$ cat config.mk
export PLATFORM = sky130hd
export DESIGN_NAME = gdfm_top
export DESIGN_NICKNAME = d
export VERILOG_FILES = /design/src/gdfm_pkg.sv /design/src/gdfm_gate_if.sv /design/src/gdfm_gate.sv /design/src/gdfm_pulse.sv /design/src/gdfm_top.sv
export VERILOG_INCLUDE_DIRS = /design/src
export SDC_FILE = /design/constraint.sdc
export NUM_CORES = 1
export LEC_CHECK = 0
export BUFFER_PORTS_ARGS = -buffer_cell sky130_fd_sc_hd__buf_2
export CAP_MARGIN = 20
export CORE_ASPECT_RATIO = 0.75
export CORE_UTILIZATION = 32
export CTS_CLUSTER_SIZE = 12
export DETAILED_ROUTE_END_ITERATION = 6
export GPL_TIMING_DRIVEN = 0
export SYNTH_ARGS = -nofsm -noshare
export SYNTH_HDL_FRONTEND = slang
export SYNTH_SLANG_ARGS = --single-unit
$ cat constraint.sdc
create_clock -name clk_i -period 4.9 [get_ports clk_i]
set_input_delay 0 -clock clk_i [delete_from_list [all_inputs] [get_ports clk_i]]
set_output_delay 0 -clock clk_i [all_outputs]
set_load 0.01 [all_outputs]
$ cat src/gdfm_cfg.svh
`ifndef GDFM_CFG_SVH
`define GDFM_CFG_SVH

// Clock period and interval steps, all in nanoseconds.
`define GDFM_CLK_NS 4
`define GDFM_WARN_HALF_NS 56000
`define GDFM_DEAD_STEP_NS 40
`define GDFM_BLANK_STEP_NS 500
`define GDFM_DEGL_STEP_NS 500
`define GDFM_DRV_STEP_NS 250

// Register indices; the byte address is four times the index.
`define GDFM_IDX_WARN 4'h1
`define GDFM_IDX_OCP 4'h2
`define GDFM_IDX_SUP 4'h3
`define GDFM_IDX_SINK 4'h5
`define GDFM_IDX_SRC 4'h6
`define GDFM_IDX_TIME 4'h7
`define GDFM_IDX_CTRL 4'h9
`define GDFM_IDX_VDS 4'hC

// Field positions.
`define GDFM_FAULT_BIT 10
`define GDFM_DRV_LSB 8
`define GDFM_DEAD_LSB 4
`define GDFM_BLANK_LSB 2
`define GDFM_DEGL_LSB 0
`define GDFM_GCHK_BIT 8
`define GDFM_CLR_BIT 1
`define GDFM_THR_LSB 3
`define GDFM_OCR_LSB 0

// Reset values of the writable registers.
`define GDFM_RST_SINK 16'h0000
`define GDFM_RST_SRC 16'h0000
`define GDFM_RST_TIME 16'h0000
`define GDFM_RST_CTRL 16'h0000
`define GDFM_RST_VDS 16'h0000

`endif

$ cat src/gdfm_pkg.sv
package gdfm_pkg;
`include "gdfm_cfg.svh"

    typedef logic [9:0] gdfm_cnt_t;

    typedef enum logic [1:0] {
        GS_OFF = 2'b00,
        GS_WAIT = 2'b01,
        GS_DEAD = 2'b10,
        GS_ON = 2'b11
    } gdfm_gate_st_e;

    typedef enum logic [2:0] {
        OCR_LATCH = 3'b000,
        OCR_REPORT = 3'b001,
        OCR_OFF = 3'b010
    } gdfm_ocr_e;

    // Converts a least time to whole clock cycles, rounding up, never below one.
    function automatic gdfm_cnt_t gdfm_ns2cyc(input int unsigned ns);
        int unsigned c;
        c = (ns + `GDFM_CLK_NS - 1) / `GDFM_CLK_NS;
        if (c == 0) begin
            c = 1;
        end
        return gdfm_cnt_t'(c);
    endfunction
endpackage

$ cat src/gdfm_gate_if.sv
`timescale 1ns/100ps
interface gdfm_gate_if;
    import gdfm_pkg::*;
    gdfm_cnt_t dead_cyc;
    gdfm_cnt_t blank_cyc;
    gdfm_cnt_t degl_cyc;
    gdfm_cnt_t on_cyc;
    gdfm_cnt_t off_cyc;
    logic shutdown;
    logic check_en;
    modport ctl(output dead_cyc, blank_cyc, degl_cyc, on_cyc, off_cyc, shutdown, check_en);
    modport gate(input dead_cyc, blank_cyc, degl_cyc, on_cyc, off_cyc, shutdown, check_en);
endinterface

$ cat src/gdfm_gate.sv
`timescale 1ns/100ps
module gdfm_gate import gdfm_pkg::*; (
    // Clock and reset.
    input wire logic clk_i,
    input wire logic rst_i,
    // Shared timing and control.
    gdfm_gate_if.gate cfg,
    // Command and sensing.
    input wire logic cmd_i,
    input wire logic opp_off_i,
    input wire logic opp_sw_i,
    input wire logic fb_i,
    input wire logic trip_i,
    // Drive and events.
    output logic drive_o,
    output logic sw_o,
    output logic strong_pd_o,
    output logic hold_o,
    output logic vds_evt_o,
    output logic gate_err_o
);
    gdfm_gate_st_e state_r;
    gdfm_cnt_t dcnt_r, tcnt_r, bcnt_r, gcnt_r;
    logic drive_r, drv_d_r, hold_r, err_r, pd_r, evt_r;
    logic edge_w;

    assign edge_w = drive_r ^ drv_d_r;

    // Turn-on waits for the opposite gate, then a dead time; shutdown wins.
    always_ff @(posedge clk_i) begin
        if (rst_i || cfg.shutdown) begin
            state_r <= GS_OFF;
            drive_r <= 1'b0;
            dcnt_r <= '0;
        end else begin
            case (state_r)
                GS_OFF: begin
                    if (cmd_i) begin
                        state_r <= GS_WAIT;
                    end
                end
                GS_WAIT: begin
                    if (!cmd_i) begin
                        state_r <= GS_OFF;
                    end else if (opp_off_i) begin
                        state_r <= GS_DEAD;
                        dcnt_r <= cfg.dead_cyc - 10'd1;
                    end
                end
                GS_DEAD: begin
                    if (!cmd_i) begin
                        state_r <= GS_OFF;
                    end else if (dcnt_r == '0) begin
                        state_r <= GS_ON;
                        drive_r <= 1'b1;
                    end else begin
                        dcnt_r <= dcnt_r - 10'd1;
                    end
                end
                GS_ON: begin
                    if (!cmd_i) begin
                        state_r <= GS_OFF;
                        drive_r <= 1'b0;
                    end
                end
                default: begin
                    state_r <= GS_OFF;
                    drive_r <= 1'b0;
                end
            endcase
        end
    end

    // Drive timer: strong current until expiry, then hold current and a level check.
    always_ff @(posedge clk_i) begin
        if (rst_i) begin
            drv_d_r <= 1'b0;
            tcnt_r <= '0;
            hold_r <= 1'b0;
            err_r <= 1'b0;
        end else begin
            drv_d_r <= drive_r;
            err_r <= 1'b0;
            if (edge_w) begin
                tcnt_r <= drive_r ? cfg.on_cyc : cfg.off_cyc;
                hold_r <= 1'b0;
            end else if (tcnt_r != '0) begin
                tcnt_r <= tcnt_r - 10'd1;
                if (tcnt_r == 10'd1) begin
                    hold_r <= 1'b1;
                    err_r <= cfg.check_en && (fb_i != drive_r);
                end
            end
        end
    end

    // Strong pulldown only while the opposite gate is switching on.
    always_ff @(posedge clk_i) begin
        if (rst_i) begin
            pd_r <= 1'b0;
        end else begin
            pd_r <= !drive_r && opp_sw_i;
        end
    end

    // Blanking after turn-on, then a trip must persist for the deglitch time.
    always_ff @(posedge clk_i) begin
        if (rst_i) begin
            bcnt_r <= '0;
            gcnt_r <= '0;
            evt_r <= 1'b0;
        end else begin
            evt_r <= 1'b0;
            if (edge_w && drive_r) begin
                bcnt_r <= cfg.blank_cyc;
            end else if (bcnt_r != '0) begin
                bcnt_r <= bcnt_r - 10'd1;
            end
            if (!drive_r || bcnt_r != '0 || !trip_i) begin
                gcnt_r <= '0;
            end else if (gcnt_r != cfg.degl_cyc) begin
                gcnt_r <= gcnt_r + 10'd1;
                evt_r <= (gcnt_r == cfg.degl_cyc - 10'd1);
            end
        end
    end

    assign drive_o = drive_r;
    assign sw_o = drive_r && tcnt_r != '0;
    assign strong_pd_o = pd_r;
    assign hold_o = hold_r;
    assign vds_evt_o = evt_r;
    assign gate_err_o = err_r;
endmodule

$ cat src/gdfm_pulse.sv
`timescale 1ns/100ps
module gdfm_pulse import gdfm_pkg::*; #(
    parameter int unsigned HALF_CYC = 14000
) (
    // Clock and reset.
    input wire logic clk_i,
    input wire logic rst_i,
    // Pattern request and low phase.
    input wire logic run_i,
    output logic low_o
);
    localparam logic [15:0] LAST = 16'(HALF_CYC - 1);
    logic [15:0] cnt_r;
    logic hi_ph_r;

    // The pattern always restarts with a full low half when reporting begins.
    always_ff @(posedge clk_i) begin
        if (rst_i || !run_i) begin
            cnt_r <= 16'h0000;
            hi_ph_r <= 1'b0;
        end else if (cnt_r == LAST) begin
            cnt_r <= 16'h0000;
            hi_ph_r <= !hi_ph_r;
        end else begin
            cnt_r <= cnt_r + 16'h0001;
        end
    end

    assign low_o = run_i && !hi_ph_r;
endmodule

$ cat src/gdfm_top.sv
// Summary of operation
// Warnings only report, never change gate drive.
// Warning pulses fault pin 56 us low/high.
// Status read stops pulsing; status follows condition.
// Acknowledged warning repulses only after recurrence.
// Fault: shutdown, pin low, summary bit set.
// Fault takes priority over an active warning.
// Any fault pulls all gate outputs low.
// Controller removes cause, then clears or pulses enable.
// Clear bit self-clears once faults and pin release.
// Temperature flags real-time, no fault pin action.
// Watchdog and regulator faults also on power-good.
// Turn-on waits for opposite gate handshake.
// Programmable dead time, at least 40 ns.
// Overcurrent threshold register, changeable while running.
// Blank comparators after each commanded turn-on.
// Trip must persist deglitch time to count.
// Response select; latched mode shuts down, identifies FET.
// Report-only mode reports, gates keep running.
// Disabled mode neither acts nor reports.
// Strong pulldown while opposite switches, then weak.
// Drive timer expiry compares gate against command.
// Source pin over 2 V latches shutdown fault.
// Late gate flags fault, else hold current; hold current is selected at timer expiry even for a late gate.
// Watchdog/regulator faults pull gates low, latch pins.
// Intervals counted on the logic clock.
// Clearing with cause present relatches at once.
`timescale 1ns/100ps
`include "gdfm_cfg.svh"
module gdfm_top import gdfm_pkg::*; #(
    parameter int unsigned WARN_HALF_CYC = `GDFM_WARN_HALF_NS / `GDFM_CLK_NS
) (
    // Clock and reset.
    input wire logic clk_i,
    input wire logic rst_i,
    // Wishbone classic slave.
    input wire logic wb_cyc_i,
    input wire logic wb_stb_i,
    input wire logic wb_we_i,
    input wire logic [5:0] wb_adr_i,
    input wire logic [3:0] wb_sel_i,
    input wire logic [31:0] wb_dat_i,
    output logic [31:0] wb_dat_o,
    output logic wb_ack_o,
    // Gate commands and sensing; bits 2:0 high side, 5:3 low side.
    input wire logic gate_en_i,
    input wire logic [5:0] gate_cmd_i,
    input wire logic [5:0] gs_off_i,
    input wire logic [5:0] gate_fb_i,
    input wire logic [5:0] vds_trip_i,
    input wire logic [2:0] low_side_source_pin_i,
    // Monitored conditions.
    input wire logic [3:0] warn_cond_i,
    input wire logic [3:0] temperature_flags_i,
    input wire logic [3:0] supply_fault_i,
    input wire logic watchdog_fault_i,
    input wire logic regulator_undervoltage_i,
    // Gate outputs.
    output logic [5:0] gate_drive_o,
    output logic [5:0] strong_pd_o,
    output logic [5:0] hold_o,
    output logic [4:0] drain_source_threshold_o,
    // Open-drain fault pin and power-good.
    input wire logic fault_report_n_i,
    output logic fault_report_n_o,
    output logic fault_report_oe_n_o,
    output logic power_good_out_o
);
    gdfm_gate_if gif();

    logic [15:0] sink_r, src_r, time_r, ctrl_r, vds_r;
    logic ack_r;
    logic [31:0] dat_r;
    logic [3:0] warn_d_r, warn_pend_r;
    logic [5:0] vds_lat_r, vds_rep_r, gmis_r;
    logic [3:0] sup_r;
    logic [2:0] sns_r;
    logic wd_r, ruv_r, en_d_r, clr_r, oe_n_r, pg_r;
    logic [5:0] drive_w, sw_w, evt_w, err_w;
    logic req_w, wr_w, rd_w, clr_p_w, any_fault_w, warn_act_w, pulse_low_w, pin_seen_w;
    logic [3:0] idx_w;
    gdfm_ocr_e ocr_w;

    // Merges a write into a 16-bit register by byte enables.
    function automatic logic [15:0] wmerge(input logic [15:0] old, input logic [31:0] d, input logic [3:0] sel);
        logic [15:0] r;
        r = old;
        if (sel[0]) begin
            r[7:0] = d[7:0];
        end
        if (sel[1]) begin
            r[15:8] = d[15:8];
        end
        return r;
    endfunction

    assign idx_w = wb_adr_i[5:2];
    assign req_w = wb_cyc_i && wb_stb_i && !ack_r;
    assign wr_w = req_w && wb_we_i;
    assign rd_w = req_w && !wb_we_i;
    assign ocr_w = gdfm_ocr_e'(vds_r[`GDFM_OCR_LSB +: 3]);
    assign pin_seen_w = fault_report_n_i;

    // Single-cycle answer; every access is acknowledged, unmapped ones read zero.
    always_ff @(posedge clk_i) begin
        if (rst_i) begin
            ack_r <= 1'b0;
        end else begin
            ack_r <= req_w;
        end
    end

    // Writable configuration registers.
    always_ff @(posedge clk_i) begin
        if (rst_i) begin
            sink_r <= `GDFM_RST_SINK;
            src_r <= `GDFM_RST_SRC;
            time_r <= `GDFM_RST_TIME;
            vds_r <= `GDFM_RST_VDS;
        end else if (wr_w) begin
            case (idx_w)
                `GDFM_IDX_SINK: sink_r <= wmerge(sink_r, wb_dat_i, wb_sel_i);
                `GDFM_IDX_SRC: src_r <= wmerge(src_r, wb_dat_i, wb_sel_i);
                `GDFM_IDX_TIME: time_r <= wmerge(time_r, wb_dat_i, wb_sel_i);
                `GDFM_IDX_VDS: vds_r <= wmerge(vds_r, wb_dat_i, wb_sel_i);
                default: begin
                end
            endcase
        end
    end

    // Control register; the clear bit drops itself once faults are gone and the pin is free.
    always_ff @(posedge clk_i) begin
        if (rst_i) begin
            ctrl_r <= `GDFM_RST_CTRL;
        end else if (wr_w && idx_w == `GDFM_IDX_CTRL) begin
            ctrl_r <= wmerge(ctrl_r, wb_dat_i, wb_sel_i);
        end else if (ctrl_r[`GDFM_CLR_BIT] && !any_fault_w && oe_n_r) begin
            ctrl_r[`GDFM_CLR_BIT] <= 1'b0;
        end
    end

    // Read data is captured in the request cycle so that it stands with ack.
    always_ff @(posedge clk_i) begin
        if (rst_i) begin
            dat_r <= 32'h0000_0000;
        end else if (rd_w) begin
            dat_r <= 32'h0000_0000;
            case (idx_w)
                `GDFM_IDX_WARN: begin
                    dat_r[`GDFM_FAULT_BIT] <= any_fault_w;
                    dat_r[8] <= temperature_flags_i[3];
                    dat_r[7:4] <= warn_cond_i;
                    dat_r[3:1] <= {temperature_flags_i[0], temperature_flags_i[1], temperature_flags_i[2]};
                end
                `GDFM_IDX_OCP: dat_r[8:0] <= {vds_lat_r | vds_rep_r, sns_r};
                `GDFM_IDX_SUP: dat_r[11:0] <= {ruv_r, wd_r, gmis_r, sup_r};
                `GDFM_IDX_SINK: dat_r[15:0] <= sink_r;
                `GDFM_IDX_SRC: dat_r[15:0] <= src_r;
                `GDFM_IDX_TIME: dat_r[15:0] <= time_r;
                `GDFM_IDX_CTRL: dat_r[15:0] <= ctrl_r;
                `GDFM_IDX_VDS: dat_r[15:0] <= vds_r;
                default: dat_r <= 32'h0000_0000;
            endcase
        end
    end

    // Timing counts from the select fields; updates take effect at once.
    assign gif.dead_cyc = gdfm_ns2cyc(`GDFM_DEAD_STEP_NS * (32'(time_r[`GDFM_DEAD_LSB +: 3]) + 1));
    assign gif.blank_cyc = gdfm_ns2cyc(`GDFM_BLANK_STEP_NS * (32'(time_r[`GDFM_BLANK_LSB +: 2]) + 1));
    assign gif.degl_cyc = gdfm_ns2cyc(`GDFM_DEGL_STEP_NS * (32'(time_r[`GDFM_DEGL_LSB +: 2]) + 1));
    assign gif.on_cyc = gdfm_ns2cyc(`GDFM_DRV_STEP_NS * (32'(src_r[`GDFM_DRV_LSB +: 2]) + 1));
    assign gif.off_cyc = gdfm_ns2cyc(`GDFM_DRV_STEP_NS * (32'(sink_r[`GDFM_DRV_LSB +: 2]) + 1));
    assign gif.check_en = !ctrl_r[`GDFM_GCHK_BIT];
    assign gif.shutdown = any_fault_w || !gate_en_i;

    // One gate sequencer per output; the opposite gate is three places away.
    for (genvar g = 0; g < 6; g++) begin : g_gate
        gdfm_gate u_gate (
            .clk_i(clk_i),
            .rst_i(rst_i),
            .cfg(gif.gate),
            .cmd_i(gate_cmd_i[g]),
            .opp_off_i(gs_off_i[(g + 3) % 6]),
            .opp_sw_i(sw_w[(g + 3) % 6]),
            .fb_i(gate_fb_i[g]),
            .trip_i(vds_trip_i[g]),
            .drive_o(drive_w[g]),
            .sw_o(sw_w[g]),
            .strong_pd_o(strong_pd_o[g]),
            .hold_o(hold_o[g]),
            .vds_evt_o(evt_w[g]),
            .gate_err_o(err_w[g])
        );
    end

    // Clear pulse from the control bit or from a rising gate enable.
    assign clr_p_w = ctrl_r[`GDFM_CLR_BIT] || (gate_en_i && !en_d_r);

    // Latched faults; a cause present during the clear sets the latch again.
    always_ff @(posedge clk_i) begin
        if (rst_i) begin
            en_d_r <= 1'b1; // Matches an idle-high enable, so leaving reset is not taken as a clear pulse.
            sup_r <= 4'h0;
            sns_r <= 3'h0;
            wd_r <= 1'b0;
            ruv_r <= 1'b0;
            gmis_r <= 6'h00;
            vds_lat_r <= 6'h00;
        end else begin
            en_d_r <= gate_en_i;
            sup_r <= (clr_p_w ? 4'h0 : sup_r) | supply_fault_i;
            sns_r <= (clr_p_w ? 3'h0 : sns_r) | low_side_source_pin_i;
            wd_r <= (!clr_p_w && wd_r) || watchdog_fault_i;
            ruv_r <= (!clr_p_w && ruv_r) || regulator_undervoltage_i;
            gmis_r <= (clr_p_w ? 6'h00 : gmis_r) | err_w;
            if (ocr_w != OCR_REPORT && ocr_w != OCR_OFF) begin
                vds_lat_r <= (clr_p_w ? 6'h00 : vds_lat_r) | evt_w;
            end else begin
                vds_lat_r <= clr_p_w ? 6'h00 : vds_lat_r;
            end
        end
    end

    assign any_fault_w = |{sup_r, sns_r, wd_r, ruv_r, gmis_r, vds_lat_r};

    // Warnings report once per occurrence; a status read acknowledges them.
    always_ff @(posedge clk_i) begin
        if (rst_i) begin
            warn_d_r <= 4'h0;
            warn_pend_r <= 4'h0;
            vds_rep_r <= 6'h00;
        end else begin
            warn_d_r <= warn_cond_i;
            warn_pend_r <= (rd_w && idx_w == `GDFM_IDX_WARN ? 4'h0 : warn_pend_r)
                | (warn_cond_i & ~warn_d_r);
            vds_rep_r <= (rd_w && idx_w == `GDFM_IDX_OCP ? 6'h00 : vds_rep_r)
                | (ocr_w == OCR_REPORT ? evt_w : 6'h00);
        end
    end

    assign warn_act_w = (|warn_pend_r) || (|vds_rep_r);

    gdfm_pulse #(
        .HALF_CYC(WARN_HALF_CYC)
    ) u_pulse (
        .clk_i(clk_i),
        .rst_i(rst_i),
        .run_i(warn_act_w),
        .low_o(pulse_low_w)
    );

    // Fault pin: a fault holds it low, otherwise a warning pulses it.
    always_ff @(posedge clk_i) begin
        if (rst_i) begin
            oe_n_r <= 1'b1;
            pg_r <= 1'b1;
        end else begin
            oe_n_r <= !(any_fault_w || pulse_low_w);
            pg_r <= !(wd_r || ruv_r);
        end
    end

    assign wb_ack_o = ack_r;
    assign wb_dat_o = dat_r;
    assign gate_drive_o = drive_w;
    assign drain_source_threshold_o = vds_r[`GDFM_THR_LSB +: 5];
    assign fault_report_n_o = 1'b0;
    assign fault_report_oe_n_o = oe_n_r;
    assign power_good_out_o = pg_r;
endmodule

* After elaboration in Yosys (flattened, before gate mapping)
Cells that the tools add are included. Widths: inputs -> output; s select.
Cells by class: multiply operators 5, bitwise operators 33, add/sub/neg operators 42, multiplexer cells 148, reduce and logical (&&, ||, !) cells 199, equality and inequality tests 109
Operator list (count):
- $mux 10 | 59
- $sub 10x1->10 const B | 20
- $logic_not 32->1 | 5
- $pmux 10 s2 | 6
- $reduce_bool 10->1 | 12
- $mux 2 | 37
- $ne 2x2->1 const B | 37
- $pmux 8 s8 | 1
- $add 10x1->10 const B | 6
- $eq 10x1->1 const B | 6
- $eq 10x10->1 | 6
- $logic_not 10->1 | 6
- $ne 10x10->1 | 6
- $reduce_bool 2->1 | 25
- $pmux 2 s4 | 6
- $reduce_and 4->1 | 12
- $mul 7x3->10 const A | 4
- $logic_and 1x1->1 | 38
- $mux 6 | 5
- $reduce_and 5->1 | 6
- $reduce_or 4->1 | 7
- $sub 13x1->14 const B | 2
- $add 12x3->13 const B | 2
- $reduce_or 2->1 | 13
- other kinds (43) | 209
Word-level totals: bits of input ports 90, register bits 440

* Depth between registers and ports, before layout
word-level depth 10, mapped depth 19, mapped depth without buffers 13

* By module
A second synthesis with hierarchy kept.
Unflattened totals: cells, all modules 3269, area total of the unflattened synthesis 27575.2 um^2
By module, submodules not included:
- gdfm_gate | times used 6, area each 3210.6 um^2, cells each 397
- gdfm_top | times used 1, area each 7551.0 um^2, cells each 806
- gdfm_pulse | times used 1, area each 760.7 um^2, cells each 81

* Worst setup path after synthesis
No wires, ideal clock.
path type register to register, from reg time_r[0], to reg g_gate[3].u_gate.gcnt_r[8], library setup time 0.128 ns, buffers on the path 5, data arrival time 4.707 ns, required time 4.772 ns, stages on the path, launching flop included 19, slack 0.065 ns, cell sequence dfxtp_1 clkbuf_1 inv_1 ha_1 clkbuf_1 xnor2_1 ha_1 buf_1 inv_1 fa_1 xnor3_1 nand2_1 o21a_1 buf_6 a2111oi_4 buf_4 nor4_1 xnor2_1 nor2_1
Between the ends: longest elaborated chain between the ends 7
RTL lines:
- from (decl) | RTL line gdfm_top.sv:71 | logic [15:0] sink_r, src_r, time_r, ctrl_r, vds_r;
- from (signal assigned) | RTL line gdfm_top.sv:118 | time_r <= `GDFM_RST_TIME;
- from (signal assigned) | RTL line gdfm_top.sv:124 | `GDFM_IDX_TIME: time_r <= wmerge(time_r, wb_dat_i, wb_sel_i);
- $add 2x1->3 * | RTL line gdfm_top.sv:171 | assign gif.degl_cyc = gdfm_ns2cyc(`GDFM_DEGL_STEP_NS * (32'(time_r[`GDFM_DEGL_LSB +: 2]) + 1));
- $mul 7x3->10 (no line) *
- $add 12x3->13 (no line) *
- $sub 13x1->14 * | RTL line gdfm_pkg.sv:22 | c = (ns + `GDFM_CLK_NS - 1) / `GDFM_CLK_NS;
- $logic_not 32->1 | RTL line gdfm_pkg.sv:23 | if (c == 0) begin
- $mux 10 * | RTL line gdfm_pkg.sv:23
- $ne 10x10->1 * | RTL line gdfm_gate.sv:121 | end else if (gcnt_r != cfg.degl_cyc) begin
- to (signal assigned) | RTL line gdfm_gate.sv:122 | gcnt_r <= gcnt_r + 10'd1;
- to (decl) | RTL line gdfm_gate.sv:23 | gdfm_cnt_t dcnt_r, tcnt_r, bcnt_r, gcnt_r;
Every way passes the cells marked *; elsewhere a longest branch is shown, timed or not. A chain may end at the register's enable or synchronous reset.

* Final worst setup path
from reg time_r[1], to reg g_gate[0].u_gate.evt_r
Between the ends: longest elaborated chain between the ends 9, elaborated cells on any way between the ends 11, those cells by class 4 x add/sub; 1 x mul; 2 x eq/ne; 1 x mux; 1 x bitwise; 2 x reduce/logical
RTL lines:
- $add 2x1->3 * | RTL line gdfm_top.sv:171
- $mul 7x3->10 (no line) *
- $add 12x3->13 (no line) *
- $sub 13x1->14 * | RTL line gdfm_pkg.sv:22
- $logic_not 32->1 | RTL line gdfm_pkg.sv:23
- $mux 10 * | RTL line gdfm_pkg.sv:23
- parallel branches: the longest is 3 deep, another holds $sub 10x1->10
- to (signal assigned) | RTL line gdfm_gate.sv:123 | evt_r <= (gcnt_r == cfg.degl_cyc - 10'd1);
- to (decl) | RTL line gdfm_gate.sv:24 | logic drive_r, drv_d_r, hold_r, err_r, pd_r, evt_r;
Mark *: on every way between the ends.

==> summary.md <==
| Metric | Value |
|---|---|
| Critical path buffers and inverters | 7 |
| Highest Clock Rate | 215 MHz |
| CP endpoint kind | flip-flop |
| Critical Path RT | 5.37 ns |
| Clock Latency Late Sink | 0.63 ns |
| Slew @ Worst Pin | 1.15 ns |
| EDFF count, synth | 0 |
| Leak | 0.0104 µW |
| DIE AREA | 76800 µm² |
| IO Pins | 149 |
| Worst path cell trace | inv_1, ha_1, clkbuf_4, xnor2_1, ha_2, buf_6, inv_1, fa_1, xnor3_2, nand2_1, o21a_1, buf_6, buf_2, clkbuf_4, nor3_1, o21ai_0, nor4_2 |
| Top post-synthesis cells by area | dfxtp_1 36%, nor2_1 6.1%, a21oi_1 5.1% |
| H-tree depth | 2 |
| Netlist cell types | 76 |
| Post-synth top cells | 440 x dfxtp_1, 392 x nor2_1, 272 x nand2_1 |
| Port bufs | 108 |
| Pwr Density | 385 nW/µm² |
| Per-cell routed wire length | 18.3 µm |
| Status | complete, but fails checks |
| Via Count | 23200 |
| Failing checks | design-rule violations |
| Die W | 320 µm |
| CP Launch Type | flip-flop |
| GPL Wtd Cong | 0.942 |
| GR Util All Layers | 0.198 |
| NumNets Final | 3482 |
| Worst setup startpoint | time_r[1] |
| Cell with the most instances after synthesis | dfxtp_1 |
| Post-synth top area cell | dfxtp_1 |
| R2r startpoint | time_r[1] |
| R2r setup slk | 0.24 ns |
| Async S/R FF share, synth | 0 |
| Final worst slack | 0.241 ns |
| Initial Util | 0.327 |
| Core Util, Final | 0.384 |
| Setup violations, final | 0 |
| Vias per cell | 5.39 |
| Layout area overhead | 17.3% |
| Mean post-synth cell area | 7.92 µm² |
| Row cnt | 86 |
| Clock Skew | 0.0586 ns |
| Final wirelength | 78.9 mm |
| Crit-path max cell delay | 0.53 ns |
| First-pass GRT wire length | 120 mm |
| Slowest CP cell | dfxtp_1 |
| TritonCTS clock tree | built |
| Initial DRC Count | 2206 |
| Post-Syn Instances | 3059 |
| Final period util | 0.951 |
| Critical Path AT | 5.13 ns |
| CTS Sinks | 440 |
| CTS Buf Count | 48 |
| Worst r2r dst | g_gate[0].u_gate.vds_evt_o |
| Largest net degree at the start of global routing | 15 |
| Root Driver | clkbuf_16 |
| Seq/Total Area, Yosys | 0.363 |
| Clk buf depth | 3 |
| Max-slew headroom | 0.228 |
| Critical path type | reg2reg |
| Clock-pin slew on the worst setup and hold paths | 0.06 ns |
| Flops & latches, synth | 440 |
| Final ANT Viol Nets | 0 |
| Hold depth | 5 |
| Final hold viol count | 0 |
| Antenna violations before repair | 2 |
| Levels on crit path | 17 |
| Placed wire-length estimate | 56.6 mm |
| Gr ovfl total | 0 |
| # Max-Cap Violations | 0 |
| Maximum vdd drop | 0.000234 V |
| Max-slew violations | 0 |
| Critical Path Sink | g_gate[0].u_gate.vds_evt_o |
| R2R depth | 17 |
| Core ar. | 74100 µm² |
| Number of iterations in the first detailed-routing pass | 7 |
| Die Y | 240 µm |
| Critical path's top delay family | buffers and inverters |
| Yosys top cell area share | 0.363 |
| Share of cells above drive strength 1 | 0.0851 |
| Pre-CTS setup slack | -1.76 ns |
| Fin crit period | 4.66 ns |
| YS warnings | 0 |
| DRC Markers | 1 |
| Vias in the first global route | 20800 |
| CP Max Fanout | 10 |
| Syn Std Cell Area | 24200 µm² |
| RSZ-0062 raised after global routing | false |
| Dominant synthesized flop cell | dfxtp_1 |
| HP Class | in2reg |
[how the worst min path moves through the flow]
stage	start	end
3_5_place_dp	supply_fault_i[2]	sup_r[2]
5_1_grt	vds_trip_i[2]	g_gate[2].u_gate.vds_evt_o
2_1_floorplan	rst_i	g_gate[1].u_gate.drv_d_r
3_3_place_gp	supply_fault_i[3]	sup_r[3]
4_1_cts	wb_adr_i[3]	wb_dat_o[10]
6_report	vds_trip_i[2]	g_gate[2].u_gate.vds_evt_o
[metrics by stage]
stage / setup TNS (ns) / cell area (µm²) / instances / hold slack, ns / total power, µW
after floorplan: 0 / 24300 / 3075 / 0.0903 / 6650
after global placement: -85.04 / 26000 / 4151 / 0.211 / 7230
after detailed placement: -84.51 / 26100 / 4155 / 0.222 / 7260
after CTS: 0 / 28400 / 4304 / 0.0414 / 11000
after global routing: 0 / 28400 / 4307 / 0.0850 / 11600
final: 0 / 28400 / 4308 / 0.0777 / 10900
[cells by family after synthesis]
| group | share of synthesized area |
|---|---|
| buffers and inverters | 0.0542 |
| flip-flops | 0.363 |
| multiplexers | 0.0145 |
| other | 0.000155 |
| AND/OR/NAND/NOR | 0.243 |
| adder cells (fa/ha/maj) | 0.0453 |
| XOR/XNOR | 0.0920 |
| AO/OA/AOI/OAI | 0.188 |
[worst register-to-register path, delay by kind of cell, from the launching register on]
family / cells / cell delay [ns]
AOI/OAI and AO/OA: 2 / 0.37
xor gates and xnor gates: 2 / 0.58
adders and majority gates: 3 / 0.96
buffers and inverters: 7 / 1.33
DFF: 1 / 0.53
and+or+nand+nor: 3 / 0.74
[final cells by class]
class	count	area, µm²
tap	968	1210
multi-input combinational	2331	14200
fill	7574	45700
inverter	89	334
clock inverter	13	173
antenna	1	2.50
buffer	214	1010
clock buffer	67	1370
timing repair buffer	185	1290
sequential	440	8810
[layout by cell type (no fill, tap or decap), types with 9 or more instances in the layout]
cell type	instances
inv_1	89
buf_4	44
a311oi_1	20
nor3b_1	13
a31oi_1	21
nor4_1	47
a21oi_1	247
nand3_1	162
a22oi_1	46
o31ai_1	13
nand2b_1	22
and4_1	10
a221oi_1	18
dlygate4sd3_1	70
clkbuf_1	153
a211oi_1	106
nor2b_1	44
conb_1	17
ha_1	74
xor2_1	120
a222oi_1	9
o21ai_0	141
or3_1	38
xnor2_1	128
buf_1	16
dfxtp_1	439
nor2_1	392
nor3_1	104
o21a_1	11
buf_2	116
clkbuf_8	11
mux2i_1	26
and3_1	31
nand2_1	272
o211ai_1	15
or4_1	23
nand4_1	14
clkbuf_16	48
[per-layer routing]
| layer | global-route usage | share of wire | vias up |
|---|---|---|---|
| li1 | - | - | 11300 |
| met1 | 0.292 | 0.48 | 10900 |
| met2 | 0.281 | 0.41 | 843 |
| met3 | 0.0377 | 0.078 | 156 |
| met4 | 0.0702 | 0.031 | 2 |
| met5 | 0 | 0.00014 | - |
[power breakdown]
part / leakage, µW / switching, µW / internal [µW]
registers: 0.00358 / 345 / 3990
logic: 0.00602 / 1630 / 1340
clock network: 0.000759 / 1580 / 2060
total: 0.0104 / 3550 / 7390
[sequential cells by signal (all words and copies together) (netlist names), 6 cells and up]
name / cells
g_gate.u_gate.strong_pd_o: 6
vds_rep_r: 6
gmis_r: 6
g_gate.u_gate.dcnt_r: 60
g_gate.u_gate.drv_d_r: 6
vds_lat_r: 6
u_pulse.cnt_r: 16
g_gate.u_gate.gcnt_r: 60
time_r: 16
vds_r: 16
src_r: 16
g_gate.u_gate.drive_o: 6
sink_r: 16
g_gate.u_gate.hold_o: 6
ctrl_r: 16
g_gate.u_gate.tcnt_r: 60
g_gate.u_gate.vds_evt_o: 6
g_gate.u_gate.state_r: 12
g_gate.u_gate.gate_err_o: 6
g_gate.u_gate.bcnt_r: 60
wb_dat_o: 16
[what timing repair did]
action | in CTS | in global routing
resized for setup | 15 | 7
hold buffers | 70 | 0
pin swaps | 2 | 2
endpoints found under the hold margin | 163 | 0
setup endpoints to repair | 66 | 35
setup buffers | 0 | 1
Power figures use the tool's default switching activity.
